$ cat src/sarbr_defines.vh
`ifndef SARBR_DEFINES_VH
`define SARBR_DEFINES_VH

// system clock and conversion clock rates
`define SARBR_CLK_HZ 20000000
`define SARBR_CONV_HZ 410000
// system clocks per conversion-clock period, rounded down (slightly fast, still in range)
`define SARBR_CONV_DIV (`SARBR_CLK_HZ / `SARBR_CONV_HZ)

// conversion geometry
`define SARBR_RES_BITS 10
`define SARBR_TICKS_PER_BIT 3'h7
`define SARBR_PHASE_LAST 3'h7
`define SARBR_MSB_IDX 4'h9

// sequencer states
`define SARBR_ST_IDLE 3'h0
`define SARBR_ST_HOLD 3'h1
`define SARBR_ST_ALIGN 3'h2
`define SARBR_ST_CONV 3'h3
`define SARBR_ST_XFER 3'h4

// result buffer
`define SARBR_FIFO_DEPTH 16
`define SARBR_FIFO_AW 4

// pin sync lane positions
`define SARBR_LN_CS 0
`define SARBR_LN_WR 1
`define SARBR_LN_RD 2
`define SARBR_LN_CMP 3

`endif

$ cat src/sarbr_top.v
// What this block does
// - first byte read carries result bits 9..2 on data lines 7..0
// - second byte: bits 1,0 on lines 7,6; lower six lines zero
// - conversion lasts 80 to 90 conversion-clock periods from the start request
// - start request latched; sequence starts within 8 periods at phase alignment
// - start and chip select both low hold converter in reset; run after release
// - done flag looped to start with chip select low converts continuously until the 16-word buffer fills
// - inverting input at or above non-inverting input yields all-zero code
// - done flag returns high within 450 ns of start or read strobe falling
// - data valid within 300 ns of read falling; released within 200 ns of rising
// - chip select and read low clear done flag and enable data drivers
// - MSB first, ten comparisons in 80 periods, then latch and drop done flag
// - new start during a conversion aborts it and restarts
`include "sarbr_defines.vh"
`timescale 1ns/100ps
`default_nettype none
module sarbr_top (
    // clock and reset
    input wire i_clk,
    input wire i_reset,
    // host bus strobes, active low, asynchronous
    input wire i_cs_n,
    input wire i_wr_n,
    input wire i_rd_n,
    // comparator: high when the analog difference reaches or exceeds the trial tap
    input wire i_cmp_above,
    // ladder tap code from the approximation register
    output reg [`SARBR_RES_BITS-1:0] o_approx,
    // end-of-conversion flag, active low
    output reg o_done_flag_n,
    // byte-wide data bus: out value and output enable
    output reg [7:0] o_data,
    output reg o_data_oe
);
    localparam integer DIVN = `SARBR_CONV_DIV;
    localparam [5:0] DIV_LAST = DIVN[5:0] - 6'h01;

    // pin synchronisers: three flops per lane, accept once flops 2 and 3 agree
    reg [3:0] sync1_ff;
    reg [3:0] sync2_ff;
    reg [3:0] sync3_ff;
    reg [3:0] lvl_ff;
    wire [3:0] pin_raw;
    wire [3:0] lvl;

    assign pin_raw = {i_cmp_above, i_rd_n, i_wr_n, i_cs_n};

    genvar g;
    generate
        for (g = 0; g < 4; g = g + 1) begin : g_sync
            assign lvl[g] = (sync2_ff[g] == sync3_ff[g]) ? sync3_ff[g] : lvl_ff[g];
        end
    endgenerate

    always @(posedge i_clk) begin
        if (i_reset) begin
            sync1_ff <= 4'hF;
            sync2_ff <= 4'hF;
            sync3_ff <= 4'hF;
            lvl_ff <= 4'h7;
        end else begin
            sync1_ff <= pin_raw;
            sync2_ff <= sync1_ff;
            sync3_ff <= sync2_ff;
            lvl_ff <= lvl;
        end
    end

    wire start_req = ~lvl[`SARBR_LN_CS] & ~lvl[`SARBR_LN_WR];
    wire start_fall = start_req & ~(~lvl_ff[`SARBR_LN_CS] & ~lvl_ff[`SARBR_LN_WR]);
    wire read_act = ~lvl[`SARBR_LN_CS] & ~lvl[`SARBR_LN_RD];
    wire read_prev = ~lvl_ff[`SARBR_LN_CS] & ~lvl_ff[`SARBR_LN_RD];
    wire read_fall = read_act & ~read_prev;
    wire read_rise = ~read_act & read_prev;

    // conversion clock as an enable pulse
    reg [5:0] div_cnt_ff;
    reg ce_ff;
    always @(posedge i_clk) begin
        if (i_reset) begin
            div_cnt_ff <= 6'h00;
            ce_ff <= 1'b0;
        end else begin
            ce_ff <= (div_cnt_ff == DIV_LAST);
            div_cnt_ff <= (div_cnt_ff == DIV_LAST) ? 6'h00 : div_cnt_ff + 6'h01;
        end
    end

    // free-running internal phase; a latched start waits for a conversion tick in the last phase (SARBR_PHASE_LAST)
    reg [2:0] phase_ff;
    always @(posedge i_clk) begin
        if (i_reset) begin
            phase_ff <= 3'h0;
        end else if (ce_ff) begin
            phase_ff <= phase_ff + 3'h1;
        end
    end

    // sequencer
    reg [2:0] state_ff;
    reg [2:0] nxt_state;
    reg [3:0] bit_ff;
    reg [3:0] nxt_bit;
    reg [2:0] tick_ff;
    reg [2:0] nxt_tick;
    reg [`SARBR_RES_BITS-1:0] nxt_approx;
    wire fifo_in_ready;
    wire fifo_out_valid;
    wire [`SARBR_RES_BITS-1:0] fifo_out_data;
    wire push = (state_ff == `SARBR_ST_XFER) & fifo_in_ready;

    always @* begin
        nxt_state = state_ff;
        nxt_bit = bit_ff;
        nxt_tick = tick_ff;
        nxt_approx = o_approx;
        case (state_ff)
            `SARBR_ST_IDLE: begin
                nxt_state = state_ff;
            end
            `SARBR_ST_HOLD: begin
                // held in reset as long as both strobes stay low
                if (!start_req) begin
                    nxt_state = `SARBR_ST_ALIGN;
                end
            end
            `SARBR_ST_ALIGN: begin
                if (ce_ff && phase_ff == `SARBR_PHASE_LAST) begin
                    nxt_state = `SARBR_ST_CONV;
                    nxt_bit = `SARBR_MSB_IDX;
                    nxt_tick = 3'h0;
                end
            end
            `SARBR_ST_CONV: begin
                if (ce_ff) begin
                    nxt_tick = tick_ff + 3'h1;
                    if (tick_ff == 3'h0) begin
                        nxt_approx[bit_ff] = 1'b1;
                    end
                    if (tick_ff == `SARBR_TICKS_PER_BIT) begin
                        // comparator low (difference below the trial tap) drops the trial bit
                        nxt_approx[bit_ff] = lvl[`SARBR_LN_CMP];
                        if (bit_ff == 4'h0) begin
                            nxt_state = `SARBR_ST_XFER;
                        end else begin
                            nxt_bit = bit_ff - 4'h1;
                        end
                    end
                end
            end
            `SARBR_ST_XFER: begin
                // a full buffer stalls here until the host drains a word
                if (fifo_in_ready) begin
                    nxt_state = `SARBR_ST_IDLE;
                end
            end
            default: begin
                nxt_state = `SARBR_ST_IDLE;
            end
        endcase
        if (start_req) begin
            nxt_state = `SARBR_ST_HOLD;
            nxt_approx = {`SARBR_RES_BITS{1'b0}};
            nxt_bit = `SARBR_MSB_IDX;
            nxt_tick = 3'h0;
        end
    end

    always @(posedge i_clk) begin
        if (i_reset) begin
            state_ff <= `SARBR_ST_IDLE;
            bit_ff <= `SARBR_MSB_IDX;
            tick_ff <= 3'h0;
            o_approx <= {`SARBR_RES_BITS{1'b0}};
        end else begin
            state_ff <= nxt_state;
            bit_ff <= nxt_bit;
            tick_ff <= nxt_tick;
            o_approx <= nxt_approx;
        end
    end

    // result buffer between converter and host readout
    wire pop;
    sarbr_fifo #(
        .WIDTH(`SARBR_RES_BITS),
        .DEPTH(`SARBR_FIFO_DEPTH),
        .AW(`SARBR_FIFO_AW)
    ) u_fifo (
        .i_clk(i_clk),
        .i_reset(i_reset),
        .i_in_valid(state_ff == `SARBR_ST_XFER),
        .i_in_data(o_approx),
        .o_in_ready(fifo_in_ready),
        .o_out_valid(fifo_out_valid),
        .o_out_data(fifo_out_data),
        .i_out_ready(pop)
    );

    // done flag: completion sets it low and wins over a same-cycle clear
    always @(posedge i_clk) begin
        if (i_reset) begin
            o_done_flag_n <= 1'b1;
        end else if (push) begin
            o_done_flag_n <= 1'b0;
        end else if (start_fall || read_fall) begin
            o_done_flag_n <= 1'b1;
        end
    end

    // readout: high byte first, pop the word after its low byte is read
    reg low_sel_ff;
    assign pop = read_rise & low_sel_ff & fifo_out_valid;

    always @(posedge i_clk) begin
        if (i_reset) begin
            low_sel_ff <= 1'b0;
            o_data <= 8'h00;
            o_data_oe <= 1'b0;
        end else begin
            o_data_oe <= read_act;
            if (start_fall) begin
                low_sel_ff <= 1'b0;
            end else if (read_rise) begin
                low_sel_ff <= ~low_sel_ff;
            end
            if (read_fall) begin
                if (!fifo_out_valid) begin
                    o_data <= 8'h00;
                end else if (!low_sel_ff) begin
                    o_data <= fifo_out_data[9:2];
                end else begin
                    o_data <= {fifo_out_data[1:0], 6'h00};
                end
            end
        end
    end
endmodule
`default_nettype wire

$ cat src/sarbr_fifo.v
`timescale 1ns/100ps
`default_nettype none
module sarbr_fifo #(
    parameter WIDTH = 10,
    parameter DEPTH = 16,
    parameter AW = 4
) (
    // clock and reset
    input wire i_clk,
    input wire i_reset,
    // fill side
    input wire i_in_valid,
    input wire [WIDTH-1:0] i_in_data,
    output wire o_in_ready,
    // drain side
    output wire o_out_valid,
    output wire [WIDTH-1:0] o_out_data,
    input wire i_out_ready
);
    reg [WIDTH-1:0] mem [0:DEPTH-1];
    reg [AW-1:0] wr_ptr_ff;
    reg [AW-1:0] rd_ptr_ff;
    reg [AW:0] count_ff;
    wire push;
    wire pop;

    assign o_in_ready = (count_ff != DEPTH[AW:0]);
    assign o_out_valid = (count_ff != {(AW+1){1'b0}});
    assign o_out_data = mem[rd_ptr_ff];
    assign push = i_in_valid & o_in_ready;
    assign pop = i_out_ready & o_out_valid;

    always @(posedge i_clk) begin
        if (push) begin
            mem[wr_ptr_ff] <= i_in_data;
        end
    end

    always @(posedge i_clk) begin
        if (i_reset) begin
            wr_ptr_ff <= {AW{1'b0}};
            rd_ptr_ff <= {AW{1'b0}};
            count_ff <= {(AW+1){1'b0}};
        end else begin
            if (push) begin
                wr_ptr_ff <= wr_ptr_ff + 1'b1;
            end
            if (pop) begin
                rd_ptr_ff <= rd_ptr_ff + 1'b1;
            end
            if (push & ~pop) begin
                count_ff <= count_ff + 1'b1;
            end else if (pop & ~push) begin
                count_ff <= count_ff - 1'b1;
            end
        end
    end
endmodule
`default_nettype wire

$ cat config.mk
export PLATFORM = sky130hd
export DESIGN_NAME = sarbr_top
export DESIGN_NICKNAME = d
export VERILOG_FILES = /design/src/sarbr_top.v /design/src/sarbr_fifo.v
export VERILOG_INCLUDE_DIRS = /design/src
export SDC_FILE = /design/constraint.sdc
export NUM_CORES = 1
export LEC_CHECK = 0
export BUFFER_PORTS_ARGS = -buffer_cell sky130_fd_sc_hd__buf_2
export CAP_MARGIN = 10
export CORE_ASPECT_RATIO = 0.6
export CORE_MARGIN = 2
export CORE_UTILIZATION = 55
export DETAILED_ROUTE_END_ITERATION = 10
export PLACE_DENSITY_LB_ADDON = 0.12
export SYNTH_ARGS = -nofsm -noshare
export SYNTH_HDL_FRONTEND = slang
export SYNTH_HIERARCHICAL = 1
export SYNTH_SLANG_ARGS = --single-unit
export TNS_END_PERCENT = 10
$ cat constraint.sdc
create_clock -name i_clk -period 3.6 [get_ports i_clk]
set_input_delay 0.72 -clock i_clk [delete_from_list [all_inputs] [get_ports i_clk]]
set_output_delay 0.72 -clock i_clk [all_outputs]
set_load 0.02 [all_outputs]
# Word level (Yosys, flattened, before mapping)

Memories as Yosys holds them, arrays and structs flattened. A register that Yosys moved wholly into a read port is not among the register bits.
Index checks and enable logic that the tools add are counted.

Input port bits: 6
Memories: 1
Flip-flop bits (word level): 70
Logic and storage cells: 135
Memory bits (writable): 160
Output and inout port bits: 20

Equality and inequality tests: 24
Bitwise logic cells: 27
$lt $le $gt $ge: 2
Multiplexer cells: 36
Reductions and logical operators: 18
Add/subtract/negate cells: 8

Memories:

| memory     | depth | width | rd ports | clocked after Yosys merged registers in | write ports | line            | text |
|---|---|---|---|---|---|---|---|
| u_fifo.mem | 16    | 10    | 1        | 1                                       | 1           | sarbr_fifo.v:20 | `reg [WIDTH-1:0] mem [0:DEPTH-1];` |

Operators by type and width:

| operator                                             | number |
|---|---|
| 2-to-1 mux 10 bit                                    | 4 |
| 2-to-1 mux 4 bit                                     | 6 |
| 2-to-1 mux 3 bit                                     | 7 |
| 2-to-1 mux 8 bit                                     | 2 |
| != test 3 bit (second input constant)                | 5 |
| case mux 3 bit (5 select lines)                      | 1 |
| != test 2 bit (second input constant)                | 7 |
| bitwise AND 1 bit                                    | 13 |
| inverter 1 bit                                       | 13 |
| AND reduction 6 bit                                  | 2 |
| bitwise mux 10 bit                                   | 1 |
| 2-to-1 mux 1 bit                                     | 10 |
| 2-to-1 mux 5 bit                                     | 2 |
| bitwise OR 10 bit                                    | 1 |
| equality test 3 bit (second input constant)          | 3 |
| adder 4 x 1 -> 4 bit (second input constant)         | 2 |
| case mux 4 bit (2 select lines)                      | 1 |
| adder 3 x 1 -> 3 bit (second input constant)         | 2 |
| adder 6 x 1 -> 6 bit (second input constant)         | 1 |
| equality test 3 x 2 -> 1 bit (second input constant) | 2 |
| equality test 6 bit (second input constant)          | 1 |
| logical NOT 3 bit                                    | 2 |
| case mux 3 bit (2 select lines)                      | 1 |
| nonzero test 2 bit                                   | 3 |
| 17 further kinds                                     | 23 |

# Logic depth before layout (Yosys ltp)

Gate-level depths: netlist of run 1.

Depth after elaboration: 12
Mapped depth: 13
Depth with buffers taken out: 12

# Cells and area by module

The synthesis of run 1 kept the hierarchy.

Modules (own cells, without submodules):

| module     | seq. area each (sq um) | area an instance (sq um) | cells each | instances |
|---|---|---|---|---|
| sarbr_fifo | 5,144.9                | 6,950.4                  | 357        | 1 |
| sarbr_top  | 1,141.1                | 2,504.9                  | 260        | 1 |

# Least setup slack after synthesis of run 1

OpenSTA, ideal clock, no wires.

Kind: reg2reg
Start: register state_ff[0]
End: register u_fifo.count_ff[4]
Setup time: 121 ps
Stages on the path, launching flop included: 11
Clock period less this slack: 2,840 ps
Arrival time: 2,719 ps
Required time: 3,479 ps
Buffers on the path: 1
Setup slack: 760 ps
Cells stage by stage: dfxtp_1 -> buf_4 -> nor3b_1 -> a21boi_2 -> ha_1 -> inv_1 -> fa_1 -> nand3_1 -> a211oi_1 -> a31oi_1 -> mux2_2

Word-level cells in the longest chain between the ends: 5
Elaborated cells on any way between the ends: 7
Those cells by class: eq/ne (1); mux (1); bitwise (4); reduce/logical (1)

RTL lines:

| item                         | line            | text |
|---|---|---|
| start: declaration           | sarbr_top.v:100 | `reg [2:0] state_ff;` |
| start signal: assignment     | sarbr_top.v:171 | `` state_ff <= `SARBR_ST_IDLE; `` |
| start signal: assignment     | sarbr_top.v:176 | `state_ff <= nxt_state;` |
| equality test 3 bit (*)      | n/a             |  |
| bitwise AND 1 bit (*)        | sarbr_fifo.v:30 | `assign push = i_in_valid & o_in_ready;` |
| named net u_fifo.push        | sarbr_fifo.v:24 | `wire push;` |
| inverter 1 bit               | sarbr_fifo.v:53 | `end else if (pop & ~push) begin` |
| bitwise AND 1 bit            | sarbr_fifo.v:53 |  |
| nonzero test 2 bit (no line) | n/a             |  |
| end signal: assignment       | sarbr_fifo.v:43 | `count_ff <= {(AW+1){1'b0}};` |
| end signal: assignment       | sarbr_fifo.v:52 | `count_ff <= count_ff + 1'b1;` |
| end signal: assignment       | sarbr_fifo.v:54 | `count_ff <= count_ff - 1'b1;` |
| end: declaration             | sarbr_fifo.v:23 | `reg [AW:0] count_ff;` |

Mark *: on every way through the listed nets, which the timed path passes. The rest lies on a longest branch.
A chain may end at the register's enable or synchronous reset.

# Final worst setup path of run 1

Start: register u_fifo.count_ff[0]
End: register u_fifo.count_ff[4]

Word-level cells in the longest chain between the ends: 6
Elaborated cells on any way between the ends: 14
Those cells by class: add/sub (2); eq/ne (1); mux (2); bitwise (7); reduce/logical (2)

RTL lines:

| item                                                   | line            | text |
|---|---|---|
| nonzero test 5 bit (*)                                 | sarbr_fifo.v:28 | `assign o_out_valid = (count_ff != {(AW+1){1'b0}});` |
| named net fifo_out_valid                               | sarbr_top.v:108 | `wire fifo_out_valid;` |
| bitwise AND 1 bit (*)                                  | sarbr_top.v:213 | `assign pop = read_rise & low_sel_ff & fifo_out_valid;` |
| named net pop                                          | sarbr_top.v:184 | `wire pop;` |
| bitwise AND 1 bit (*)                                  | sarbr_fifo.v:31 | `assign pop = i_out_ready & o_out_valid;` |
| inverter 1 bit                                         | sarbr_fifo.v:51 | `if (push & ~pop) begin` |
| bitwise AND 1 bit                                      | sarbr_fifo.v:51 |  |
| 2-to-1 mux 5 bit or nonzero test 2 bit (tied branches) | n/a             |  |

Mark *: on every way through the listed nets, which the timed path passes. The rest lies on a longest branch. The select of a mux whose other input is x is not followed.

==> results of run 1 <==
## synth_stat cells (3+ instances only)
cell type  instances  share of area [%]
edfxtp_1         160                 51
dfxtp_1           74                 16
nor2_1            54                2.1
mux4_2            40                9.5
nand2_1           26                1.0
a22oi_1           20                1.6
ha_1              20                2.6
a21oi_1           19                1.0
or2_2             15               0.99
nand2b_1          14               0.93
inv_1             13               0.52
mux2i_1           13                1.4
clkbuf_1          12               0.48
a211oi_1          11               0.87
nor2b_1            9               0.60
xor2_1             9               0.83
nand3b_1           8               0.64
nor3_1             8               0.42
a31oi_1            6               0.40
buf_4              6               0.48
xnor2_1            6               0.56
buf_6              4               0.48
nor3b_1            4               0.32
nor4b_1            4               0.37
or3_1              4               0.26
and2_1             3               0.20
buf_1              3               0.12
buf_2              3               0.16
mux2_2             3               0.36
nand3_1            3               0.16
nor4_1             3               0.20
o211ai_1           3               0.24
o21ai_0            3               0.16
## final cells by class
cell class                 count  area (um2)  share of cell area (%)
sequential                   234        6290                    59.0
multi-input combinational    342        2960                    27.8
clock buffer                  22         539                    5.06
timing repair buffer          48         298                    2.80
tap                          234         293                    2.75
clock inverter                15         225                    2.11
inverter                      13        48.8                   0.458
## registers in the layout, summed over array words and instances, names as in the netlist, named ones only
name,count
sync3_ff,4
o_data_oe,1
phase_ff,3
lvl_ff,4
o_approx,10
u_fifo/wr_ptr_ff,4
div_cnt_ff,6
sync2_ff,4
u_fifo/count_ff,5
low_sel_ff,1
u_fifo/rd_ptr_ff,4
u_fifo/mem,160
o_done_flag_n,1
state_ff,3
tick_ff,3
sync1_ff,4
bit_ff,4
ce_ff,1
o_data,8
## worst max-delay path: cells and delay by family (launching register included)
| kind | cells | cell delay (ns) |
|---|---|---|
| adders and majority gates | 2 | 0.56 |
| DFF | 1 | 0.37 |
| muxes | 1 | 0.35 |
| AOI/OAI and AO/OA | 4 | 0.59 |
| buffers and inverters | 1 | 0.12 |
| and+or+nand+nor | 4 | 0.89 |
## layout by cell type, fill, tap and decap left out, types with 19 or more instances in the layout
cell type,synthesis,layout
a21oi_1,19,19
a22oi_1,20,20
buf_2,3,25
buf_4,6,23
clkbuf_16,0,21
dfxtp_1,74,72
edfxtp_1,160,160
ha_1,20,20
mux4_2,40,40
nand2_1,26,26
nor2_1,54,54
## power by group
group	internal (mW)	total, mW	leakage [nW]	switching (mW)
Sequential	2.84	2.85	2.21	0.00630
Combinational	0.0145	0.0342	1.27	0.0197
Clock	1.52	2.47	0.376	0.952
Total	4.38	5.35	3.85	0.978
## worst paths after layout
kind,startpoint,end,slack (ns),depth (start not counted)
worst min-delay path,sync1_ff[2]$_SDFF_PP1_,sync2_ff[2]$_SDFF_PP1_,0.41,1
worst min register to register,sync1_ff[2]$_SDFF_PP1_,sync2_ff[2]$_SDFF_PP1_,0.41,1
worst max register to register,u_fifo/count_ff[0]$_SDFFE_PP0P_,u_fifo/count_ff[4]$_SDFFE_PP0P_,0.60,12
worst max-delay path,u_fifo/count_ff[0]$_SDFFE_PP0P_,u_fifo/count_ff[4]$_SDFFE_PP0P_,0.60,12
## per-layer routing
layer | track usage (%) | wire length, um | share of wire (%)
met1 | 34.0 | 9540 | 51
met2 | 29.7 | 7850 | 42
met3 | 4.11 | 1140 | 6.1
met4 | 4.96 | 348 | 1.8
met5 | 0 | 0 | 0
## cells by family (layout without fill, tap and decap cells)
kind of cell             count (synthesis)  in the layout
AND/OR/NAND/NOR                        167            167
buffers and inverters                   41             98
adder cells (fa/ha/maj)                 24             24
multiplexers                            56             56
AO/OA/AOI/OAI                           80             80
flip-flops                             234            234
XOR/XNOR                                15             15
==> reports/metrics.yaml, run 1 <==
clock_tree:
  ctsHtreeMaxLevel: 1
  path_clk_slew_ns: 0.07
  root_buffer: "clkbuf_16"
  post_cts_buffers: 0
  clock_sinks: 234
  cts-hold-fix-buffers: 0
  insertion_delay_ns: 0.50
  cts_tree: "yes"
  clockBufferDepth: 3
  cts_resized: 0
  cts_buffers: 21
sta:
  post-route-min-period_ns: 3.00
  fmax_mhz: 333
  hold_violations: 0
  max_slew_margin_pct: 32.1
  slew_violations: 0
  finalSetupTns_ns: 0
  setup_violations: 0
  finalWorstSetupSlack_ns: 0.601
  fin_crit_sh_pct: 83.3
  hold_ws_ns: 0.410
  rsz0062_at_grt: "no"
  skew_ns: 0.00921
  tightestPinTransition_ns: 1.01
logic_synthesis:
  synth_edf_count: 160
  synthesis.nets: 644
  synth_cells: 617
  synth_top_family_by_area: "multiplexers"
  synth_ff_type: "edfxtp_1"
  synth_cell_types: 59
  synthArstFlopShare_pct: 0
  synthSimpleGateAreaFrac_pct: 9.33
  ys.warnings.count: 6
  avgSynthCellArea_um2: 15.3
  synth-compound-area-share_pct: 6.13
  yosys-mux-area-fraction_pct: 11.3
  netlist_area_um2: 9460
  synth_xor_area_share_pct: 1.39
  synthAdderAreaFrac_pct: 3.19
  ys_seq_area_share_pct: 66.5
  yosys_register_bits: 234
setup_path:
  critical_path_class: "flip-flop to flip-flop"
  required_ns: 3.98
  start_kind: "flip-flop"
  arrival_ns: 3.38
  cp_max_fo: 5
  cpMaxStageDelayCell: "nor4_1"
  crit_chain: "nor4_1 > nand2_1 > nand2_1 > nor2_1 > o21ai_4 > ha_1 > inv_1 > ha_1 > a21oi_1 > a211oi_1 > a31oi_1 > mux2_2"
  max_stage_delay_ns: 0.55
  endpoint_kind: "flip-flop"
grt:
  grt_pass1_wl_um: 29500
  track_usage_pct: 21.2
  antenna_found_initial: 0
  gr-total-overflow: 0
  grt_pass1_vias: 5140
  grt_max_degree: 58
placed_design:
  placed_cells: 871
  dp_hpwl_um: 12600
  place_ws_ns: 0.602
  port_buffers: 25
  place_area_um2: 9890
  gp_congestion: 0.862
final_layout:
  antenna_cells: 0
  drive_above_1_share_pct: 23.0
  fin_area_um2: 10700
  fin_cells: 908
  syn_to_final_growth_pct: 12.7
  nNetsFinal: 687
  fin_util_pct: 62.7
  fill_cells: 1265
drt:
  vias_per_cell: 5.76
  wirelength_um: 18900
  drt_first_pass_iters: 5
  wire_per_inst_um: 20.8
  drc: 0
  first_iter_violations: 475
  ant_nets: 0
  vias: 5230
power_and_ir_drop:
  vdd_drop_max_uv: 385
  power_mw: 5.35
  power_leakage_nw: 3.85
  p_per_area_nw_per_um2: 503
run_status:
  status: "completed"
floorplanning:
  die_w_um: 173
  row_count: 37
  core_um2: 17000
  die_area_um2: 18300
  start_util_pct: 55.7
  ios: 26
  dieHeight_um: 106
flow_run:
  max_cap_viol_count: 0
hold_path:
  hp-class: "flip-flop to flip-flop"
(Power assumes the default switching activity.)
==> run 2: changes to the inputs <==
clock period = 3.07 ns   (was 3.6 ns; I/O delays follow)
==> run 2 against run 1 <==
Via count grew 2.7%. Core utilization shrank 0.21 points. Final cell count grew 1.2%. Fmax grew 3.9%. Global-route usage grew 0.72 points. Power grew 8.6%. Non-clock buffer count grew 11. Sequential cell count is the same. Design area shrank 0.33%. Critical endpoint unchanged.
==> reports/metrics.yaml, run 2 (synthesis results as in run 1) <==
run_status:
  status: "completed"
clock_tree:
  cts_tree: "yes"
  root_buffer: "clkbuf_16"
  insertion_delay_ns: 0.51
  clockBufferDepth: 3
  post_cts_buffers: 0
  path_clk_slew_ns: 0.07
  ctsHtreeMaxLevel: 1
  cts-hold-fix-buffers: 0
  cts_resized: 0
  clock_sinks: 234
  cts_buffers: 21
power_and_ir_drop:
  power_mw: 5.81
  vdd_drop_max_uv: 432
  p_per_area_nw_per_um2: 548
  power_leakage_nw: 3.84
sta:
  finalWorstSetupSlack_ns: 0.184
  fin_crit_sh_pct: 94.0
  tightestPinTransition_ns: 1.15
  max_slew_margin_pct: 23.1
  fmax_mhz: 347
  setup_violations: 0
  skew_ns: 0.0193
  hold_violations: 0
  post-route-min-period_ns: 2.89
  slew_violations: 0
hold_path:
  hp-class: "input pin to flip-flop"
  hp-start: "i_cmp_above"
  hold_path_end: "sync1_ff[3]$_SDFF_PP1_"
  min_path_cells: 2
grt:
  gr-total-overflow: 0
  antenna_found_initial: 0
  grt_max_degree: 58
  grt_pass1_wl_um: 30400
  grt_pass1_vias: 5353
  track_usage_pct: 21.9
setup_path:
  rr_endpoint: "u_fifo/count_ff[4]$_SDFFE_PP0P_"
  arrival_ns: 3.28
  ff2ff_path_depth: 9
  r2r_slack_ns: 0.18
  cp_max_fo: 5
  start_kind: "flip-flop"
  critical_path_class: "flip-flop to flip-flop"
  r2r_start: "u_fifo/count_ff[0]$_SDFFE_PP0P_"
  endpoint_kind: "flip-flop"
  required_ns: 3.47
floorplanning:
  die_area_um2: 18300
  row_count: 37
  die_w_um: 173
  core_um2: 17000
  ios: 26
  start_util_pct: 55.7
  dieHeight_um: 106
final_layout:
  final_common_cell: "edfxtp_1"
  syn_to_final_growth_pct: 12.3
  top_regs: "u_fifo/mem: 160 flops, o_approx: 10 flops, o_data: 8 flops"
  largest_reg_flops: 160
  antenna_cells: 0
  final_cell_mix: "edfxtp_1, dfxtp_1, nor2_1, mux4_2, buf_4"
  regMostFlops: "u_fifo/mem"
  nNetsFinal: 698
  fill_cells: 1270
  drive_above_1_share_pct: 23.8
drt:
  drt_first_pass_iters: 5
  vias_per_cell: 5.85
  wirelength_um: 19300
  drc: 0
  first_iter_violations: 499
  wire_per_inst_um: 21.0
  ant_nets: 0
  vias: 5373
flow_run:
  max_cap_viol_count: 0
placed_design:
  port_buffers: 25
  gp_congestion: 0.847
  place_ws_ns: 0.0426
  dp_hpwl_um: 12900
-- run 2: cell count changes in the layout (fill, tap and decap cells not counted), sizes merged --
cell and delta:
buf +11, clkinv -1, clkbuf +7, bufinv -6
-- run 2: area by class of cell --
cell class / count / area (um2) / area share (%)
Inverter: 13 / 48.8 / 0.460
Timing Repair Buffer: 59 / 393 / 3.70
Sequential cell: 234 / 6290 / 59.3
Clock buffer: 29 / 587 / 5.53
Tap cell: 234 / 293 / 2.76
Clock inverter: 8 / 38.8 / 0.365
Multi-Input combinational cell: 342 / 2970 / 27.9
-- run 2: worst max-delay path by stage --
stage                                          from                              end  slack [ns]  cells past startpoint
finish              u_fifo/count_ff[0]$_SDFFE_PP0P_  u_fifo/count_ff[4]$_SDFFE_PP0P_        0.18                      9
CTS                            lvl_ff[0]$_SDFF_PP1_  u_fifo/count_ff[4]$_SDFFE_PP0P_        0.04                     11
detailed placement             lvl_ff[0]$_SDFF_PP1_  u_fifo/count_ff[4]$_SDFFE_PP0P_        0.04                     11
global route                   lvl_ff[0]$_SDFF_PP1_  u_fifo/count_ff[4]$_SDFFE_PP0P_      -0.002                     11
global placement             sync2_ff[0]$_SDFF_PP1_  u_fifo/count_ff[4]$_SDFFE_PP0P_        0.15                     11
floorplan                  state_ff[0]$_SDFFE_PP0P_  u_fifo/count_ff[4]$_SDFFE_PP0P_        0.23                     10
-- run 2: report_power, final --
part	switching (mW)	internal, mW
logic	0.0232	0.0171
registers	0.00736	3.34
clock network	1.09	1.34
-- run 2: critical path, stage by stage, from the launching register on --
cell,delay [ns]
dfxtp_1,0.37
or4_4,0.62
o21ai_4,0.20
ha_1,0.21
inv_1,0.14
fa_1,0.49
nand3_1,0.13
a211oi_1,0.08
a31oi_1,0.18
mux2_2,0.35
-- run 2: per-stage QoR --
step	hold slack (ns)	area (um2)	TNS [ns]	cells	util, %
3_5_place_dp	0.402	9980	0	882	58.8
6_report	0.292	10600	0	919	62.5
2_1_floorplan	0.389	9460	0	617	-
3_3_place_gp	0.401	9980	0	882	58.8
5_1_grt	0.291	10600	-0.00151	919	62.5
4_1_cts	0.282	10600	0	919	62.4
-- run 2: layer usage --
metal  track usage (%)  part of all wire, %  vias to the layer above
li1                  -                    -                     2459
met1              34.4                   49                     2737
met2              32.4                   43                      151
met3              4.04                  6.1                       26
met4              3.93                  1.7                        0
met5                 0                    0                        -
